<file path="src/find_sup_pkg.sv">
/*
 * Constants for the commutation find supervisor: register addresses,
 * reset values, range limits, routine state codes and timing counts.
 * Assumes a single 200 MHz clock and the drive's register port.
 */
// Summary of operation
// - Monitoring waits until velocity exceeds threshold.
// - Cancel command drops a pending find request.
// - Cancel stops routine, state forced idle.
// - Cancel acts the same for any feedback.
// - Excess movement while finding raises fault.
// - Movement limit 0 to 90, reset 15.
// - Request when idle and disabled arms routine.
// - Error after persist time; zero disables monitoring.
package find_sup_pkg;
   // ******************************************************************
   // Register addresses, taken as printed.
   // ******************************************************************
   localparam logic [15:0] ADDR_MAX_MOVE   = 16'h037C;  // Movement limit.
   localparam logic [15:0] ADDR_CANCEL     = 16'h069E;  // Cancel command.
   localparam logic [15:0] ADDR_VEL_THRESH = 16'h06A6;  // Velocity threshold.

   // ******************************************************************
   // Reset values and ranges.
   // ******************************************************************
   localparam logic [63:0] MAX_MOVE_RESET  = 64'h0000_0000_0000_000F;  // 15 deg.
   localparam logic [63:0] MAX_MOVE_LIMIT  = 64'h0000_0000_0000_005A;  // 90 deg.
   localparam logic [31:0] VEL_THRESH_RESET = 32'h0000_0000;            // Zero.
   // Rotary limits: rpm, rps, deg/s, PIN/POUT.
   localparam logic [31:0] ROT_LIMIT_0 = 32'h0000_3A98;  // 15000.
   localparam logic [31:0] ROT_LIMIT_1 = 32'h0000_00FA;  // 250.
   localparam logic [31:0] ROT_LIMIT_2 = 32'h0001_5F90;  // 90000.
   localparam logic [31:0] ROT_LIMIT_3 = 32'h0000_04E2;  // 1250.
   // Linear limits: counts/s, mm/s, um/s, PIN/POUT.
   localparam logic [31:0] LIN_LIMIT_0 = 32'h0400_0000;  // 67108864.
   localparam logic [31:0] LIN_LIMIT_1 = 32'h0000_1F40;  // 8000.
   localparam logic [31:0] LIN_LIMIT_2 = 32'h0009_006E;  // 589934.
   localparam logic [31:0] LIN_LIMIT_3 = 32'h0000_04E2;  // 1250.

   // ******************************************************************
   // Timing.
   // ******************************************************************
   localparam int unsigned CLK_PERIOD_PS = 5000;        // 200 MHz clock.
   localparam int unsigned MS_PS         = 1000000000;  // One millisecond.
   localparam int unsigned CYCLES_PER_MS = MS_PS / CLK_PERIOD_PS;

   // ******************************************************************
   // Routine state codes as reported.
   // ******************************************************************
   typedef enum logic [1:0] {
      ST_IDLE    = 2'b00,  // Nothing pending.
      ST_ARMED   = 2'b01,  // Runs at next enable.
      ST_RUNNING = 2'b10,  // Finding commutation.
      ST_DONE    = 2'b11   // Found; monitoring phase.
   } find_state_type;
endpackage

</file>
<file path="src/commutation_find_supervisor.sv">
/*
 * Commutation find supervisor: find request and cancel handling, movement
 * limit fault, and velocity-gated commutation monitoring with persist time.
 * Assumes synchronous inputs, a synchronous active-high reset and a simple
 * addressed register port with one-cycle write and read strobes.
 */
`timescale 1ns/1ps
module commutation_find_supervisor #(
   parameter int unsigned CYCLES_PER_MS = find_sup_pkg::CYCLES_PER_MS
) (
   // Clock and reset.
   input  wire logic                 clk_i,
   input  wire logic                 sys_rst_i,
   // Register port.
   input  wire logic                 reg_wr_i,
   input  wire logic                 reg_rd_i,
   input  wire logic [15:0]          reg_addr_i,
   input  wire logic [63:0]          reg_wdata_i,
   output logic      [63:0]          reg_rdata_o,
   output logic                      reg_rvalid_o,
   // Drive and routine signals.
   input  wire logic                 find_request_command_i,
   input  wire logic                 drive_enable_i,
   input  wire logic                 find_complete_i,
   input  wire logic signed [63:0]   find_movement_i,
   input  wire logic signed [31:0]   motor_velocity_i,
   input  wire logic                 linear_axis_i,
   input  wire logic [1:0]           rotary_velocity_unit_select_i,
   input  wire logic [1:0]           linear_velocity_unit_select_i,
   input  wire logic [15:0]          monitor_error_persist_time_i,
   input  wire logic                 commutation_error_raw_i,
   // Status outputs.
   output logic [1:0]                find_routine_state_o,
   output logic                      find_active_o,
   output logic                      monitor_active_o,
   output logic                      monitor_error_o,
   output logic                      too_much_movement_fault_o
);
   // ******************************************************************
   // Declarations.
   // ******************************************************************
   find_sup_pkg::find_state_type state;        // Routine state.
   logic [63:0]  max_move;                      // Movement limit, degrees.
   logic [31:0]  vel_thresh;                    // Velocity threshold.
   logic [31:0]  unit_limit;                    // Threshold ceiling for unit.
   logic [32:0]  vel_abs;                       // Velocity magnitude.
   logic [64:0]  move_abs;                      // Movement magnitude.
   logic         vel_exceeds;                   // Magnitude above threshold.
   logic         over_move;                     // Movement above limit.
   logic         cancel;                        // Cancel command write.
   logic         enable_d;                      // Enable one cycle ago.
   logic [31:0]  ms_count;                      // Cycles within a millisecond.
   logic [15:0]  persist_ms;                    // Milliseconds of error seen.
   logic         ms_tick;                       // One millisecond elapsed.

   // Magnitudes are one bit wider so the most negative value cannot wrap.
   // magnitude of velocity
   assign vel_abs  = motor_velocity_i[31] ? 33'(-$signed({motor_velocity_i[31], motor_velocity_i}))
                                          : {1'b0, motor_velocity_i};
   assign move_abs = find_movement_i[63] ? 65'(-$signed({find_movement_i[63], find_movement_i}))
                                         : {1'b0, find_movement_i};
   assign vel_exceeds = vel_abs > {1'b0, vel_thresh};
   assign over_move   = move_abs > {1'b0, max_move};
   assign cancel      = reg_wr_i && (reg_addr_i == find_sup_pkg::ADDR_CANCEL);
   assign ms_tick     = (ms_count == CYCLES_PER_MS - 1);

   // Ceiling of the threshold for the active unit selection.
   // unit dependent ceiling
   always_comb begin
      unique case (linear_axis_i ? linear_velocity_unit_select_i
                                 : rotary_velocity_unit_select_i)
         2'd0: unit_limit = linear_axis_i ? find_sup_pkg::LIN_LIMIT_0 : find_sup_pkg::ROT_LIMIT_0;
         2'd1: unit_limit = linear_axis_i ? find_sup_pkg::LIN_LIMIT_1 : find_sup_pkg::ROT_LIMIT_1;
         2'd2: unit_limit = linear_axis_i ? find_sup_pkg::LIN_LIMIT_2 : find_sup_pkg::ROT_LIMIT_2;
         2'd3: unit_limit = linear_axis_i ? find_sup_pkg::LIN_LIMIT_3 : find_sup_pkg::ROT_LIMIT_3;
      endcase
   end

   // ******************************************************************
   // Parameter registers.
   // ******************************************************************
   // Writes are clamped into range; negative values land on zero.
   always_ff @(posedge clk_i) begin
      if (sys_rst_i) begin
         max_move   <= find_sup_pkg::MAX_MOVE_RESET;
         vel_thresh <= find_sup_pkg::VEL_THRESH_RESET;
      end else if (reg_wr_i) begin
         if (reg_addr_i == find_sup_pkg::ADDR_MAX_MOVE) begin
            if (reg_wdata_i[63])
               max_move <= 64'h0;
            else if (reg_wdata_i > find_sup_pkg::MAX_MOVE_LIMIT)
               max_move <= find_sup_pkg::MAX_MOVE_LIMIT;
            else
               max_move <= reg_wdata_i;
         end
         if (reg_addr_i == find_sup_pkg::ADDR_VEL_THRESH) begin
            if (reg_wdata_i[63])
               vel_thresh <= 32'h0;
            else if (reg_wdata_i > {32'h0, unit_limit})
               vel_thresh <= unit_limit;
            else
               vel_thresh <= reg_wdata_i[31:0];
         end
      end
   end

   // Read data; the cancel command and unmapped addresses read as zero.
   always_ff @(posedge clk_i) begin
      if (sys_rst_i) begin
         reg_rdata_o  <= 64'h0;
         reg_rvalid_o <= 1'b0;
      end else begin
         reg_rvalid_o <= reg_rd_i;
         if (reg_rd_i && reg_addr_i == find_sup_pkg::ADDR_MAX_MOVE)
            reg_rdata_o <= max_move;
         else if (reg_rd_i && reg_addr_i == find_sup_pkg::ADDR_VEL_THRESH)
            reg_rdata_o <= {32'h0, vel_thresh};
         else
            reg_rdata_o <= 64'h0;
      end
   end

   // ******************************************************************
   // Routine state.
   // ******************************************************************
   // Cancel outranks every other event; a fault or a disable ends a run.
   always_ff @(posedge clk_i) begin
      if (sys_rst_i) begin
         state    <= find_sup_pkg::ST_IDLE;
         enable_d <= 1'b0;
      end else begin
         enable_d <= drive_enable_i;
         if (cancel) begin
            state <= find_sup_pkg::ST_IDLE;
         end else begin
            unique case (state)
               find_sup_pkg::ST_IDLE: begin
                  if (find_request_command_i && !drive_enable_i)
                     state <= find_sup_pkg::ST_ARMED;
               end
               find_sup_pkg::ST_ARMED: begin
                  if (drive_enable_i && !enable_d)
                     state <= find_sup_pkg::ST_RUNNING;
               end
               find_sup_pkg::ST_RUNNING: begin
                  if (over_move || !drive_enable_i)
                     state <= find_sup_pkg::ST_IDLE;
                  else if (find_complete_i)
                     state <= find_sup_pkg::ST_DONE;
               end
               find_sup_pkg::ST_DONE: begin
                  if (find_request_command_i && !drive_enable_i)
                     state <= find_sup_pkg::ST_ARMED;
               end
            endcase
         end
      end
   end

   // The routine state and find-active outputs follow the state register one cycle later; a cancel clears them on the same edge as the state.
   always_ff @(posedge clk_i) begin
      if (sys_rst_i) begin
         find_routine_state_o <= 2'b00;
         find_active_o        <= 1'b0;
      end else begin
         find_routine_state_o <= cancel ? 2'b00 : state;
         find_active_o        <= !cancel && (state == find_sup_pkg::ST_RUNNING);
      end
   end

   // Movement fault: sticky until a new request arrives while the routine is idle.
   always_ff @(posedge clk_i) begin
      if (sys_rst_i)
         too_much_movement_fault_o <= 1'b0;
      else if (state == find_sup_pkg::ST_RUNNING && over_move && !cancel)
         too_much_movement_fault_o <= 1'b1;
      else if (find_request_command_i && state == find_sup_pkg::ST_IDLE)
         too_much_movement_fault_o <= 1'b0;
   end

   // ******************************************************************
   // Commutation monitoring.
   // ******************************************************************
   // Activation latches once the threshold is passed after a find.
   always_ff @(posedge clk_i) begin
      if (sys_rst_i)
         monitor_active_o <= 1'b0;
      else if (cancel || state != find_sup_pkg::ST_DONE || monitor_error_persist_time_i == 16'h0)
         monitor_active_o <= 1'b0;
      else if (vel_exceeds)
         monitor_active_o <= 1'b1;
   end

   // Millisecond base and persistence count of a raw error.
   always_ff @(posedge clk_i) begin
      if (sys_rst_i || !monitor_active_o || !commutation_error_raw_i) begin
         ms_count   <= 32'h0;
         persist_ms <= 16'h0;
      end else if (ms_tick) begin
         ms_count <= 32'h0;
         if (persist_ms != 16'hFFFF)
            persist_ms <= persist_ms + 16'h1;
      end else begin
         ms_count <= ms_count + 32'h1;
      end
   end

   // Error flag: sticky until monitoring drops.
   always_ff @(posedge clk_i) begin
      if (sys_rst_i || !monitor_active_o)
         monitor_error_o <= 1'b0;
      else if (commutation_error_raw_i && persist_ms >= monitor_error_persist_time_i)
         monitor_error_o <= 1'b1;
   end
endmodule

</file>
<file path="config.mk">
export PLATFORM = sky130hd
export DESIGN_NAME = commutation_find_supervisor
export DESIGN_NICKNAME = d
export VERILOG_FILES = /design/src/find_sup_pkg.sv /design/src/commutation_find_supervisor.sv
export SDC_FILE = /design/constraint.sdc
export NUM_CORES = 1
export LEC_CHECK = 0
export ABC_AREA = 1
export BUFFER_PORTS_ARGS = -buffer_cell sky130_fd_sc_hd__buf_2
export CORE_ASPECT_RATIO = 0.9
export CORE_MARGIN = 2
export CORE_UTILIZATION = 57
export DETAILED_ROUTE_END_ITERATION = 7
export GPL_ROUTABILITY_DRIVEN = 0
export GPL_TIMING_DRIVEN = 0
export PLACE_DENSITY_LB_ADDON = 0.1
export SKIP_LAST_GASP = 1
export SYNTH_ARGS = -nofsm -noshare
export SYNTH_HDL_FRONTEND = slang
export SYNTH_SLANG_ARGS = --single-unit
</file>
<file path="constraint.sdc">
create_clock -name clk_i -period 4.3 [get_ports clk_i]
set_input_delay 0.645 -clock clk_i [delete_from_list [all_inputs] [get_ports clk_i]]
set_output_delay 0.645 -clock clk_i [all_outputs]
set_load 0.02 [all_outputs]
</file>
==> key figures <==
STA
  • Final min period: 4000 ps
  • RSZ-0062 raised after global routing: no
  • Final period util: 0.929
  • Least-Margin Pin Slew: approximately 810 ps
  • Hold_ws: 401 ps
  • Setup Skew: approximately 13 ps
  • Worst slew margin: 0.461
  • Setup ws final: ~300 ps
  • Max-slew violations: 0
  • Fmax: 0.250 GHz
  • Setup TNS: 0 ps
  • Fin. Hold Viols: 0
  • Endpoints failing setup: 0

Clock network
  • Clk sink count: 216
  • Num CTS Buffers: 24
  • CTS root buf: clkbuf_16
  • Clock transition at the registers of the reported paths: approximately 60 ps
  • Worst skew pair latency: between 500 and 600 ps
  • Maximum clock path buffer count: 3
  • CTS tree: done
  • H-Tree Depth: 1
  • CTS Hold Bufs: 0
  • Post_cts resized: 0
  • Setup Buffers After CTS: 0

Logic synthesis
  • Synth warnings: 0
  • Average cell area after synthesis: slightly below 7 um2
  • Mapped Cells: 2088
  • FF+latch count, synth: 216
  • Post-synthesis sequential area ratio: 0.301
  • Yosys cell types: 54
  • Post-synth EDFFs: 0
  • Post-Syn Area: approximately 0.014 mm2
  • Syn Nets: 2430
  • Asr flop ratio synth: 0
  • Main synth FF type: dfxtp_1

Final layout
  • Most common cell after layout, fill and taps aside: nand2_1
  • Layout cell share with drive strength beyond 1: 0.158
  • FILL cells: ~2.3k
  • ANT cells: 0
  • Most frequent cells in the layout: 337 x nand2_1, 327 x inv_1, 282 x buf_2, 249 x nor2_1, 216 x dfxtp_1
  • Final core occ: 0.680
  • Fin nets: 2730
  • P&R area growth vs syn: 18.2%

Min path
  • Hold/Removal Path Class: primary input to flip-flop
  • Worst Min Path Start: drive_enable_i

Worst setup path
  • Critical Path Slowest Stage Cell: nor4_4
  • CP endpoint kind: flip-flop
  • Worst path most repeated cell: nand2_2
  • CP bufs+invs: 2
  • Crit path kind: primary input to flip-flop
  • CP Max Fanout: 5
  • CP delay by family, top: simple AND/OR/NAND/NOR gates
  • R2R Path Start: max_move[16]$_SDFFE_PP0P_
  • Worst path cell trace: buf_2 > inv_1 > ha_1 > nand3_2 > nor2_2 > nand2_2 > nor2_4 > nand2_2 > nor3_4 > nand2_2 > nor3_2 > nand2_1 > o21ai_2 > xnor2_1 > ha_1 > nand2_1 > nor4_4 > nand4_1 > nor3_1 > nand3_1 > nand2_2 > nand3_1 > nand2_1 > a21oi_1
  • Critical path arrival: 4400 ps
  • Required time of the critical path: around 4700 ps
  • Beginning of the critical path: find_movement_i[0]
  • CP startpoint kind: primary input
  • Critical Path Max Stage Delay: between 300 and 400 ps

Die
  • Core Footprint: about 0.025 mm2
  • Die X-Extent: roughly 170 um
  • Starting Density: 0.575
  • Top-Level Pins: roughly 280
  • DIE HEIGHT: between 150 and 200 um
  • Floorplan row count: 55
  • Die ar.: ~0.026 mm2

Placed design
  • DP Worst Slack: -335 ps
  • Count of input and output buffers: about 270
  • Detailed placement HPWL: about 35 mm

Route
  • Total wire length: approximately 43 mm
  • Vias/cell: 5.48
  • DR pass1 iterations: 6
  • Detail Route Antenna Nets: 0
  • Via count: 15.0k
  • WL per Instance: between 15 and 20 um
  • Post-route DRC: 0
  • DR iter-0 viols: roughly 1.4k

Run status
  • Status: complete, no violations

Global route
  • Initial antenna violation count: 1
  • GRT Total Usage: 0.316
  • Largest net degree at the start of global routing: 14
  • Vias in the first global route: ~14k
  • Overflow after GRT: 0
  • First-pass GRT wire length: just under 70 mm

Flow run
  • Max-cap violations: 0

Power
  • Pleak: ~7.5 nW
  • Cell Int Power: around 0.0036 W
  • Max VDD drop: between 0.2 and 0.3 mV
  • Sequential share of power: 0.413
  • Net Switching: between 0.001 and 0.0015 W
  • Switching Fraction: 0.273
  • Power per Cell Area: approximately 290 mW/mm2
  • Clock power share: 0.420
  • Power share of the combinational group: 0.167
  • PnR Total Power: 0.00491 W
worst reg2reg max path, cell delays in order, from the launching register on:
cell and delay, ps:
dfxtp_1 300, inv_1 60, ha_1 300, nand2_1 90, nor2_1 120, inv_1 70
nor3_1 320, nand2_1 110, nand2_1 120, nand2_1 60, nand2_1 70, nand2_1 50
nand2_1 80, nand2_1 60, nand2_1 70, nand2_2 100, nand3_1 120, nand2_1 90
nand2_1 70, nand2_1 50
stage by stage:
step / instances / instance area, um2
final: 2745 / 17000
after CTS: 2745 / 17000
after floorplan: 2088 / 14400
after global placement: 2704 / 16200
after global routing: 2745 / 17000
after detailed placement: 2704 / 16200
area by class of cell:
type,count,area [um2],share of cell area
clock buffer,31,678,0.0399
multi-input combinational,1480,8570,0.505
buffer,50,209,0.0123
timing repair buffer,274,1370,0.0808
tap,342,428,0.0252
clock inverter,10,114,0.00671
inverter,342,1290,0.0758
sequential,216,4320,0.255
kinds of logic (layout without fill, tap and decap cells):
kind of cell / count (synthesis) / after routing / share of synthesized area
compound gates: 257 / 257 / 0.102
fa+ha+maj: 137 / 137 / 0.119
flops: 216 / 216 / 0.301
xor+xnor: 96 / 96 / 0.0585
other cells: 1 / 1 / 0.000261
simple gates: 989 / 989 / 0.315
buf+inv: 392 / 707 / 0.104
registers in the layout, summed over array words and instances, names as in the netlist:
| register | flops |
|---|---|
| monitor_error_o | 1 |
| monitor_active_o | 1 |
| ms_count | 32 |
| find_routine_state_o | 2 |
| reg_rvalid_o | 1 |
| reg_rdata_o | 63 |
| max_move | 63 |
| persist_ms | 16 |
| too_much_movement_fault_o | 1 |
| enable_d | 1 |
| find_active_o | 1 |
| vel_thresh | 32 |
| state | 2 |
cell usage after synthesis, types with 9 or more instances:
cell        n  area, um2
inv_1     327       1230
o22ai_1    14       87.6
nor2_1    249        935
clkbuf_1   35        131
dfxtp_1   216       4320
o32ai_1    12        105
a21oi_1   133        666
nor3_1    129        646
nand3_1   128        641
nand2_1   338       1270
nor4_1     38        238
inv_2      13       48.8
xnor2_1    17        149
xor2_1     79        692
nor2_2      9       56.3
ha_1      137       1710
nor3b_1    14        105
o21ai_0    56        280
nand4_1    47        294
power groups by stage:
stage / clock network, W / registers [W] / logic (W)
final: 0.00206 / 0.00203 / 0.000819
after global routing: 0.00217 / 0.00203 / 0.000932
after CTS: 0.00209 / 0.00203 / 0.000807
after detailed placement: 0 / 0.00207 / 0.000800
after global placement: 0 / 0.00207 / 0.000772
after floorplan: 0 / 0.00208 / 0.000499
path summary, 6_finish.rpt:
path | endpoint | cells after the start | slack [ps]
max reg2reg | state[0]$_SDFFE_PP0P_ | 19 | 1880
max | state[1]$_SDFFE_PP0P_ | 24 | 300
min reg2reg | ms_count[0]$_SDFF_PP0_ | 1 | 450
min | enable_d$_SDFF_PP0_ | 3 | 400
metal layers:
metal / track usage / wire, um / part of all wire
met5: 0.00189 / 13 / 0.00031
met4: 0.108 / 1390 / 0.033
met2: 0.520 / 19300 / 0.45
met1: 0.416 / 18100 / 0.42
met3: 0.0589 / 3770 / 0.089
Power figures use the tool's default switching activity.
